===== config.mk =====
export PLATFORM = sky130hd
export DESIGN_NAME = cpf_front_end
export DESIGN_NICKNAME = d
export VERILOG_FILES = /design/src/logic/cpf_pkg.sv /design/src/logic/cpf_front_end.sv
export SDC_FILE = /design/constraint.sdc
export NUM_CORES = 1
export LEC_CHECK = 0
export BUFFER_PORTS_ARGS = -buffer_cell sky130_fd_sc_hd__buf_4
export CORE_MARGIN = 4
export CORE_UTILIZATION = 50
export CTS_BUF_LIST = sky130_fd_sc_hd__clkbuf_16
export DETAILED_ROUTE_END_ITERATION = 8
export PLACE_DENSITY = 0.78
export RECOVER_POWER = 25
export SLEW_MARGIN = 20
export SYNTH_ARGS = -nofsm -noshare
export SYNTH_HDL_FRONTEND = slang
export SYNTH_SLANG_ARGS = --single-unit

===== constraint.sdc =====
create_clock -name clk_sys -period 5.2 [get_ports clk_sys]
set_input_delay 0.52 -clock clk_sys [delete_from_list [all_inputs] [get_ports clk_sys]]
set_output_delay 0.52 -clock clk_sys [all_outputs]
set_load 0.02 [all_outputs]

===== src/logic/cpf_pkg.sv =====
// constants and types of the configuration packet front end
package cpf_pkg;
   // timing: power-up initialization window
   localparam int CLK_MHZ = 50;
   localparam int INIT_TIME_NS = 1000;
   localparam int INIT_CYCLES = (INIT_TIME_NS * CLK_MHZ + 999) / 1000;
   localparam int INIT_CNT_W = 8;
   // boundary-scan instruction register
   localparam int IR_W = 6;
   localparam logic [5:0] IR_AES_KEY = 6'h31;
   localparam logic [5:0] IR_USER_CODE = 6'h33;
   localparam logic [5:0] IR_FUSE_CTRL = 6'h34;
   localparam logic [5:0] IR_RESET = 6'h3F;
   // stream patterns
   localparam logic [31:0] SYNC_WORD = 32'hAA99_5566;
   localparam logic [31:0] WIDTH_PAT_A = 32'h0000_00BB;
   localparam logic [31:0] WIDTH_PAT_B = 32'h1122_0044;
   localparam logic [31:0] WORD_RST = 32'h0000_0000;
   localparam logic [31:0] CRC_POLY = 32'h04C1_1DB7;
   // packet header fields
   localparam int TYPE_LSB = 29;
   localparam int OP_LSB = 27;
   localparam int ADDR_MSB = 26;
   localparam int ADDR_LSB = 13;
   localparam int WC1_MSB = 10;
   localparam int WC2_MSB = 26;
   localparam logic [2:0] PKT_TYPE1 = 3'h1;
   localparam logic [2:0] PKT_TYPE2 = 3'h2;
   localparam logic [1:0] OP_WRITE = 2'h2;
   // packet register addresses
   localparam logic [13:0] PR_CMD = 14'h0004;
   localparam logic [13:0] PR_CONTROL_REG_0 = 14'h0005;
   localparam logic [13:0] PR_MASK = 14'h0006;
   localparam logic [13:0] PR_CONFIG_OPTIONS_0 = 14'h0009;
   localparam logic [13:0] PR_IDCODE = 14'h000C;
   localparam logic [13:0] PR_CONFIG_OPTIONS_1 = 14'h000E;
   localparam logic [13:0] PR_WARM_BOOT_START_ADDRESS = 14'h0010;
   localparam logic [13:0] PR_TIMER = 14'h0011;
   localparam logic [13:0] PR_CRC_PRE = 14'h0013;
   localparam logic [13:0] PR_CONTROL_REG_1 = 14'h0018;
   // command codes
   localparam logic [4:0] CMD_NULL = 5'h00;
   localparam logic [4:0] CMD_CRC_ACCUMULATOR_RESET_CMD = 5'h07;
   localparam logic [4:0] CMD_SWITCH = 5'h09;
   localparam int FREQ_LSB = 17;
   localparam int FREQ_W = 6;
   // software register map (word index)
   localparam int REG_AW = 4;
   localparam logic [3:0] REG_STATUS = 4'h0;
   localparam logic [3:0] REG_IRQ_MASK = 4'h1;
   localparam logic [3:0] REG_CONTROL = 4'h2;
   localparam logic [3:0] REG_STATE = 4'h3;
   localparam logic [3:0] REG_WARM_BOOT_START_ADDRESS = 4'h4;
   localparam logic [3:0] REG_CONFIG_OPTIONS_0 = 4'h5;
   localparam logic [3:0] REG_CONFIG_OPTIONS_1 = 4'h6;
   localparam logic [3:0] REG_TIMER = 4'h7;
   localparam logic [3:0] REG_CRC_PRE = 4'h8;
   localparam logic [3:0] REG_CRC_ACC = 4'h9;
   localparam logic [3:0] REG_CONTROL_REG_0 = 4'hA;
   localparam logic [3:0] REG_CONTROL_REG_1 = 4'hB;
   localparam logic [3:0] REG_FUSE_SEL = 4'hC;
   // status bits
   localparam int EV_W = 5;
   localparam int EV_SYNC = 0;
   localparam int EV_ID_ERR = 1;
   localparam int EV_CRC_RST = 2;
   localparam int EV_SWITCH = 3;
   localparam int EV_WIDTH = 4;
   // synchronised pin vector layout
   localparam int PIN_W = 38;
   localparam int PIN_CLK = 32;
   localparam int PIN_PAR = 33;
   localparam int PIN_TCK = 34;
   localparam int PIN_TDI = 35;
   localparam int PIN_SHIR = 36;
   localparam int PIN_UPIR = 37;
   typedef enum logic [4:0] {ST_INIT = 5'h01, ST_WIDTH = 5'h02, ST_HUNT = 5'h04, ST_HEADER = 5'h08,
      ST_DATA = 5'h10} cpf_state_type;
   typedef enum logic [1:0] {BW_8 = 2'h0, BW_16 = 2'h1, BW_32 = 2'h2} cpf_width_type;
endpackage


===== src/logic/cpf_front_end.sv =====
// configuration packet front end: scan fuse select, entry sequence, header decode
//
// Added by the designer: the placing of the registers and the plain strobed port.
`timescale 1ns/100ps
module cpf_front_end #(
   parameter logic [31:0] DEVICE_ID = 32'h0F0F_1234 // arbitrary value
) (
   input wire logic clk_sys,
   input wire logic rst_n,
   input wire logic [31:0] cfgData,
   input wire logic cfgClkPin,
   input wire logic parallelMode,
   input wire logic scanTck,
   input wire logic scanTdi,
   input wire logic scanShiftIr,
   input wire logic scanUpdateIr,
   output logic initDoneOut,
   output logic initDoneOe,
   output logic aesKeyFuseSelect,
   output logic userCodeFuseSelect,
   output logic fuseAccessControlSelect,
   output logic [cpf_pkg::FREQ_W-1:0] clkFreqSel,
   output logic clkSwitchPulse,
   output logic configError,
   input wire logic [cpf_pkg::REG_AW-1:0] regAddr,
   input wire logic [31:0] regWdata,
   input wire logic regWrite,
   input wire logic regRead,
   output logic [31:0] regRdata,
   output logic irq
);
   import cpf_pkg::*;

   cpf_state_type state;
   cpf_width_type busWidth, hitWidth;
   logic [PIN_W-1:0] pinMeta, pinSync;
   logic clkPrev, tckPrev, updPrev, cfgEdge, tckEdge, updEdge;
   logic [IR_W-1:0] irShift;
   logic [INIT_CNT_W-1:0] initCnt;
   logic initEnd, widthHit, wordValid, lastPart, dataHit, resyncReq;
   logic [31:0] raw, rawPrev, rawPrev2, asmWord, word, next_asm;
   logic [1:0] asmCnt;
   logic [2:0] hType;
   logic [1:0] hOp;
   logic [13:0] hAddr, target;
   logic [26:0] hdrCount, left;
   logic hdrWrite;
   logic [31:0] timer, warm_boot_start_address, crcPre, config_options_0, config_options_1, mask, control_reg_0, control_reg_1, crcAcc;
   logic [4:0] cmdCode;
   logic [EV_W-1:0] ev, status, irqMask, next_status;

   // one crc step over a whole word, msb first
   function automatic logic [31:0] crcStep(input logic [31:0] c, input logic [31:0] d);
      logic [31:0] r;
      r = c;
      for (int i = 31; i >= 0; i--) begin
         r = r[31] ^ d[i] ? {r[30:0], 1'b0} ^ CRC_POLY : {r[30:0], 1'b0};
      end
      return r;
   endfunction

   // software read decode
   function automatic logic [31:0] readMux(input logic [REG_AW-1:0] a);
      unique case (a)
         REG_STATUS: return {27'h000_0000, status};
         REG_IRQ_MASK: return {27'h000_0000, irqMask};
         REG_STATE: return {25'h000_0000, busWidth, state};
         REG_WARM_BOOT_START_ADDRESS: return warm_boot_start_address;
         REG_CONFIG_OPTIONS_0: return config_options_0;
         REG_CONFIG_OPTIONS_1: return config_options_1;
         REG_TIMER: return timer;
         REG_CRC_PRE: return crcPre;
         REG_CRC_ACC: return crcAcc;
         REG_CONTROL_REG_0: return control_reg_0;
         REG_CONTROL_REG_1: return control_reg_1;
         REG_FUSE_SEL: return {29'h0000_0000, fuseAccessControlSelect, userCodeFuseSelect, aesKeyFuseSelect};
         default: return WORD_RST;
      endcase
   endfunction

   // every pin crosses two flops; clock pins are sampled, not used as clocks
   always_ff @(posedge clk_sys) begin
      pinMeta <= {scanUpdateIr, scanShiftIr, scanTdi, scanTck, parallelMode, cfgClkPin, cfgData};
      pinSync <= pinMeta;
   end

   // edge finders look only at the second stage
   always_ff @(posedge clk_sys) begin
      if (!rst_n) begin
         clkPrev <= 1'b0;
         tckPrev <= 1'b0;
         updPrev <= 1'b0;
      end else begin
         clkPrev <= pinSync[PIN_CLK];
         tckPrev <= pinSync[PIN_TCK];
         updPrev <= pinSync[PIN_UPIR];
      end
   end

   assign cfgEdge = pinSync[PIN_CLK] & ~clkPrev;
   assign tckEdge = pinSync[PIN_TCK] & ~tckPrev;
   assign updEdge = pinSync[PIN_UPIR] & ~updPrev;
   assign raw = pinSync[31:0];

   // instruction shift, lsb leaves first like any scan register
   always_ff @(posedge clk_sys) begin
      if (!rst_n) begin
         irShift <= IR_RESET;
      end else if (tckEdge && pinSync[PIN_SHIR]) begin
         irShift <= {pinSync[PIN_TDI], irShift[IR_W-1:1]};
      end
   end

   // fuse data path selection; no packet register reaches the fuses
   always_ff @(posedge clk_sys) begin
      if (!rst_n) begin
         aesKeyFuseSelect <= 1'b0;
         userCodeFuseSelect <= 1'b0;
         fuseAccessControlSelect <= 1'b0;
      end else if (updEdge) begin
         aesKeyFuseSelect <= irShift == IR_AES_KEY;
         userCodeFuseSelect <= irShift == IR_USER_CODE;
         fuseAccessControlSelect <= irShift == IR_FUSE_CTRL;
      end
   end

   // initialization window; the pin is held low until it ends
   assign initEnd = initCnt == INIT_CNT_W'(INIT_CYCLES - 1);
   always_ff @(posedge clk_sys) begin
      if (!rst_n) begin
         initCnt <= '0;
         initDoneOe <= 1'b1;
         initDoneOut <= 1'b0;
      end else begin
         initDoneOut <= 1'b0;
         initDoneOe <= state == ST_INIT && !initEnd;
         if (state == ST_INIT) begin
            initCnt <= initCnt + 1'b1;
         end
      end
   end

   // width pattern seen on the raw lanes, widest match first
   always_comb begin
      hitWidth = BW_32;
      widthHit = 1'b0;
      if (raw == WIDTH_PAT_B && rawPrev == WIDTH_PAT_A) begin
         widthHit = 1'b1;
      end else if (raw[15:0] == WIDTH_PAT_B[15:0] && rawPrev[15:0] == WIDTH_PAT_B[31:16]) begin
         hitWidth = BW_16;
         widthHit = 1'b1;
      end else if (raw[7:0] == WIDTH_PAT_B[7:0] && rawPrev[7:0] == WIDTH_PAT_B[15:8]
            && rawPrev2[7:0] == WIDTH_PAT_B[23:16]) begin
         hitWidth = BW_8;
         widthHit = 1'b1;
      end
   end

   always_ff @(posedge clk_sys) begin
      if (!rst_n) begin
         rawPrev <= WORD_RST;
         rawPrev2 <= WORD_RST;
      end else if (cfgEdge) begin
         rawPrev <= raw;
         rawPrev2 <= rawPrev;
      end
   end

   // word assembly, first beat lands in the most significant lanes
   assign next_asm = busWidth == BW_16 ? {asmWord[15:0], raw[15:0]} : {asmWord[23:0], raw[7:0]};
   assign lastPart = busWidth == BW_32 || (busWidth == BW_16 && asmCnt == 2'h1) || asmCnt == 2'h3;
   always_ff @(posedge clk_sys) begin
      if (!rst_n || state == ST_INIT || state == ST_WIDTH) begin
         asmWord <= WORD_RST;
         asmCnt <= 2'h0;
         word <= WORD_RST;
         wordValid <= 1'b0;
      end else begin
         wordValid <= cfgEdge && lastPart;
         if (cfgEdge) begin
            asmWord <= next_asm;
            asmCnt <= lastPart ? 2'h0 : asmCnt + 2'h1;
            if (lastPart) begin
               word <= busWidth == BW_32 ? raw : next_asm;
            end
         end
      end
   end

   // header fields
   assign hType = word[31:TYPE_LSB];
   assign hOp = word[TYPE_LSB-1:OP_LSB];
   assign hAddr = word[ADDR_MSB:ADDR_LSB];
   assign hdrCount = hType == PKT_TYPE1 ? {16'h0000, word[WC1_MSB:0]} : word[WC2_MSB:0];
   assign hdrWrite = hOp == OP_WRITE && (hType == PKT_TYPE1 || hType == PKT_TYPE2);
   assign dataHit = state == ST_DATA && wordValid;
   assign resyncReq = regWrite && regAddr == REG_CONTROL && regWdata[0];

   // entry sequence and packet framing
   always_ff @(posedge clk_sys) begin
      if (!rst_n) begin
         state <= ST_INIT;
         busWidth <= BW_32;
      end else if (resyncReq && state != ST_INIT) begin
         state <= ST_HUNT;
      end else begin
         unique case (state)
            ST_INIT: if (initEnd) begin
               state <= pinSync[PIN_PAR] ? ST_WIDTH : ST_HUNT;
            end
            ST_WIDTH: if (cfgEdge && widthHit) begin
               busWidth <= hitWidth;
               state <= ST_HUNT;
            end
            ST_HUNT: if (wordValid && word == SYNC_WORD) begin
               state <= ST_HEADER;
            end
            ST_HEADER: if (wordValid && hdrWrite && hdrCount != 27'h000_0000) begin
               state <= ST_DATA;
            end
            ST_DATA: if (wordValid && left == 27'h000_0001) begin
               state <= ST_HEADER;
            end
         endcase
      end
   end

   // target address and remaining word count; a second-type header reuses the address
   always_ff @(posedge clk_sys) begin
      if (!rst_n) begin
         target <= 14'h0000;
         left <= 27'h000_0000;
      end else if (state == ST_HEADER && wordValid && hdrWrite) begin
         left <= hdrCount;
         if (hType == PKT_TYPE1) begin
            target <= hAddr;
         end
      end else if (dataHit) begin
         left <= left - 27'h000_0001;
      end
   end

   // packet-written registers; frame data and unknown targets pass untouched
   always_ff @(posedge clk_sys) begin
      if (!rst_n) begin
         timer <= WORD_RST;
         warm_boot_start_address <= WORD_RST;
         crcPre <= WORD_RST;
         config_options_0 <= WORD_RST;
         config_options_1 <= WORD_RST;
         mask <= WORD_RST;
         control_reg_0 <= WORD_RST;
         control_reg_1 <= WORD_RST;
         cmdCode <= CMD_NULL;
      end else if (dataHit) begin
         case (target)
            PR_TIMER: timer <= word;
            PR_WARM_BOOT_START_ADDRESS: warm_boot_start_address <= word;
            PR_CMD: cmdCode <= word[4:0];
            PR_CRC_PRE: crcPre <= word;
            PR_CONFIG_OPTIONS_0: config_options_0 <= word;
            PR_CONFIG_OPTIONS_1: config_options_1 <= word;
            PR_MASK: mask <= word;
            PR_CONTROL_REG_0: control_reg_0 <= (control_reg_0 & ~mask) | (word & mask);
            PR_CONTROL_REG_1: control_reg_1 <= (control_reg_1 & ~mask) | (word & mask);
            default: ;
         endcase
      end
   end

   // block events; a null command raises none
   always_comb begin
      ev = '0;
      ev[EV_SYNC] = state == ST_HUNT && wordValid && word == SYNC_WORD;
      ev[EV_ID_ERR] = dataHit && target == PR_IDCODE && word != DEVICE_ID;
      ev[EV_CRC_RST] = dataHit && target == PR_CMD && word[4:0] == CMD_CRC_ACCUMULATOR_RESET_CMD;
      ev[EV_SWITCH] = dataHit && target == PR_CMD && word[4:0] == CMD_SWITCH;
      ev[EV_WIDTH] = state == ST_WIDTH && cfgEdge && widthHit;
   end

   // running crc; the reset command wins over its own word
   always_ff @(posedge clk_sys) begin
      if (!rst_n || ev[EV_CRC_RST]) begin
         crcAcc <= WORD_RST;
      end else if ((state == ST_HEADER || state == ST_DATA) && wordValid) begin
         crcAcc <= crcStep(crcAcc, word);
      end
   end

   // clock switch and configuration error outputs
   always_ff @(posedge clk_sys) begin
      if (!rst_n) begin
         clkFreqSel <= '0;
         clkSwitchPulse <= 1'b0;
         configError <= 1'b0;
      end else begin
         clkSwitchPulse <= ev[EV_SWITCH];
         configError <= configError | ev[EV_ID_ERR];
         if (ev[EV_SWITCH]) begin
            clkFreqSel <= config_options_0[FREQ_LSB +: FREQ_W];
         end
      end
   end

   // sticky status, write one to clear; a new event beats the clear
   assign next_status = (status & ~(regWrite && regAddr == REG_STATUS ? regWdata[EV_W-1:0] : '0)) | ev;
   always_ff @(posedge clk_sys) begin
      if (!rst_n) begin
         status <= '0;
         irqMask <= '0;
         irq <= 1'b0;
      end else begin
         status <= next_status;
         irq <= |(status & irqMask);
         if (regWrite && regAddr == REG_IRQ_MASK) begin
            irqMask <= regWdata[EV_W-1:0];
         end
      end
   end

   // read data valid only in the cycle after the strobe
   always_ff @(posedge clk_sys) begin
      if (!rst_n) begin
         regRdata <= WORD_RST;
      end else begin
         regRdata <= regRead ? readMux(regAddr) : WORD_RST;
      end
   end
endmodule // cpf_front_end


==> results.sh <==
export IMPL_grt_setup_unrepaired="false"
export IMPL_die_h_um=234.1
export IMPL_clockRootBuffer="clkbuf_16"
export IMPL_critPathArrivalTime_ps=5080
export IMPL_grt_use_total=0.3089
export IMPL_nets=3137
export IMPL_wl_um=87230
export IMPL_grt_overflow=0
export IMPL_end_kind="flop"
export IMPL_syn_area_mm2=0.02557
export IMPL_ir_drop_uv=692.4
export IMPL_design_power_total_uw=14750
export IMPL_drv_cap=3
export IMPL_final_common_cell="nand2_1"
export IMPL_grt_pass1_wl_um=130900
export IMPL_rows=82
export IMPL_core_mm2=0.05038
export IMPL_post_route_period_util=0.8722
export IMPL_final_setup_skew_ps=42.60
export IMPL_synthArstFlopShare=0
export IMPL_ios=124
export IMPL_min_path_cells=3
export IMPL_status="complete, but fails checks"
export IMPL_p_per_area_mw_per_mm2=506.3
export IMPL_grt_antenna_before_repair=2
export IMPL_setup_viol=0
export IMPL_cts_setup_buffers=0
export IMPL_setup_ws_ps=664.6
export IMPL_critPathLaunch="word[28]"
export IMPL_viasPerCell=6.109
export IMPL_dp_cells=3626
export IMPL_synth_cell_type_count=70
export IMPL_area_growth_pct=13.93
export IMPL_ys_flop_type="dfxtp_1"
export IMPL_ys_ff_latch=583
export IMPL_die_w_um=234.1
export IMPL_dr_first_iter_drc_count=3286
export IMPL_ys_seq_area_frac=0.4565
export IMPL_final_core_util=0.5782
export IMPL_holdPathEnd="irqMask[1]"
export IMPL_slew_viol_final=221
export IMPL_muxShareOfSynthArea=0.007243
export IMPL_tns_ps=0
export IMPL_synth_top_family_by_area="simple AND/OR/NAND/NOR gates"
export IMPL_syn_inst=3023
export IMPL_violations="capacitance limit, slew limit"
export IMPL_drive_gt1_frac=0.09197
export IMPL_grt_max_degree=131
export IMPL_grt_pass1_vias=21993
export IMPL_hp_start="regWdata[1]"
export IMPL_clock_sinks=583
export IMPL_synth_edf_count=0
export IMPL_worstPathMaxFanout=9
export IMPL_required_ps=5750
export IMPL_avgSynthCellArea_um2=8.457
export IMPL_worstMarginPinSlew_ps=2327
export IMPL_period_minus_slack_ps=4535
export IMPL_place_hpwl_um=57720
export IMPL_h_tree_depth=2
export IMPL_synth_xor_area_share=0.1311
export IMPL_ys_warn_count=0
export IMPL_cts_buffers=58
export IMPL_synth_compound_gate_area_share=0.1658
export IMPL_drc_errors=0
export IMPL_clkLatencyLatePin_ps=650
export IMPL_fmax_mhz=220.5
export IMPL_drt_pass1_iterations=6
export IMPL_place_ws_ps=780.3
export IMPL_vias=23050
export IMPL_leakagePower_uw=0.01019
export IMPL_path_clk_slew_ps=60
export IMPL_start_util=0.5075
export IMPL_cts_tree="yes"
export IMPL_synth_simple_area_share=0.1988
export IMPL_r2r_end="crcAcc[13]"
export IMPL_hold_violations=0
export IMPL_r2r_slack_ps=660
export IMPL_rr_worst_depth=10
export IMPL_io_buffers=95
export IMPL_final_instance_count_excl_fill=3773
export IMPL_max_slew_margin_rel=-0.5511
export IMPL_wl_per_cell_um=23.12
export IMPL_reg2reg_from="word[28]"
export IMPL_gp_congestion=1.006
export IMPL_worst_setup_path_start_kind="flop"
export IMPL_syn_num_nets=3107
export IMPL_path_class="flop to flop"
export IMPL_cts_resized=0
export IMPL_layout_common_cells="784 x nand2_1, 583 x dfxtp_1, 382 x a21oi_1, 161 x xnor2_1, 158 x nor2_1"
export IMPL_ant_nets=0
export IMPL_synth_fa_ha_area_frac=0.002936
export IMPL_hp_class="input pin to flop"
export IMPL_clk_path_buf_depth=3
export IMPL_dieArea_mm2=0.05481
worst max-delay path, stage by stage, from the launching register on:
cell	delay [ps]
dfxtp_1	420
buf_4	230
xnor2_2	460
xnor3_4	600
xor3_2	590
xnor3_2	330
xor3_2	570
xnor3_2	490
xnor3_1	350
xor2_1	160
a211oi_2	240
Yosys cell counts, types with 34 or more instances:
master | number | share of area
nor2_1 | 167 | 0.025
a22oi_1 | 116 | 0.034
clkbuf_1 | 212 | 0.031
nor3_1 | 47 | 0.0092
a21oi_1 | 382 | 0.075
a211oi_1 | 34 | 0.010
xor2_1 | 49 | 0.017
dfxtp_1 | 583 | 0.46
xnor3_1 | 36 | 0.032
xnor2_1 | 161 | 0.055
nand3_1 | 86 | 0.017
nand2_1 | 787 | 0.12
through the flow:
| step | cell area (um2) | hold slack (ps) |
|---|---|---|
| 6_report | 29130 | 160.4 |
| 5_1_grt | 29120 | 152.9 |
| 4_1_cts | 29230 | 146.4 |
| 3_5_place_dp | 26870 | 312.1 |
| 3_3_place_gp | 26860 | 311.3 |
| 2_1_floorplan | 25570 | 309.6 |
worst max path at each step:
stage / slack (ps) / endpoint / depth (start not counted)
2_1_floorplan: 1420 / crcAcc[13] / 10
3_3_place_gp: 780 / crcAcc[13] / 10
3_5_place_dp: 780 / crcAcc[13] / 10
4_1_cts: 750 / crcAcc[13] / 10
5_1_grt: 610 / crcAcc[13] / 10
6_report: 660 / crcAcc[13] / 10
metal layers:
| layer | vias to the layer above | GRT usage | wire (um) |
|---|---|---|---|
| met5 | - | 0 | 17 |
| met3 | 269 | 0.05952 | 9564 |
| met4 | 2 | 0.1365 | 4105 |
| li1 | 10422 | - | - |
| met1 | 10943 | 0.4180 | 34550 |
| met2 | 1414 | 0.4831 | 38990 |
what timing repair did:
item | CTS | global route
endpoints found under the hold margin | 38 | 0
hold buffers | 38 | 0
setup endpoints to repair | 0 | 0
cell families (layout without fill, tap and decap cells):
family,after synthesis,in the layout
xor+xnor,279,279
flops,583,583
compound gates,685,685
other cells,1,3
fa+ha+maj,6,6
simple gates,1208,1208
buf+inv,243,319
mux,18,18
power by group:
| part | switching (uW) | internal, uW | total (uW) |
|---|---|---|---|
| Clock | 1840 | 2540 | 4380 |
| Combinational | 2970 | 2750 | 5720 |
| Sequential | 90.5 | 4560 | 4650 |
| Total | 4900 | 9840 | 14700 |
area by class of cell:
cell class | count | area [um2]
multi-input combinational | 2197 | 13040
inverter | 11 | 45.04
fill | 4289 | 21250
timing repair buffer | 202 | 1538
clock inverter | 48 | 531.8
tap | 672 | 840.8
clock buffer | 58 | 1451
antenna | 2 | 5.005
sequential | 583 | 11670
Note: power is estimated with default switching activity, not from simulation.
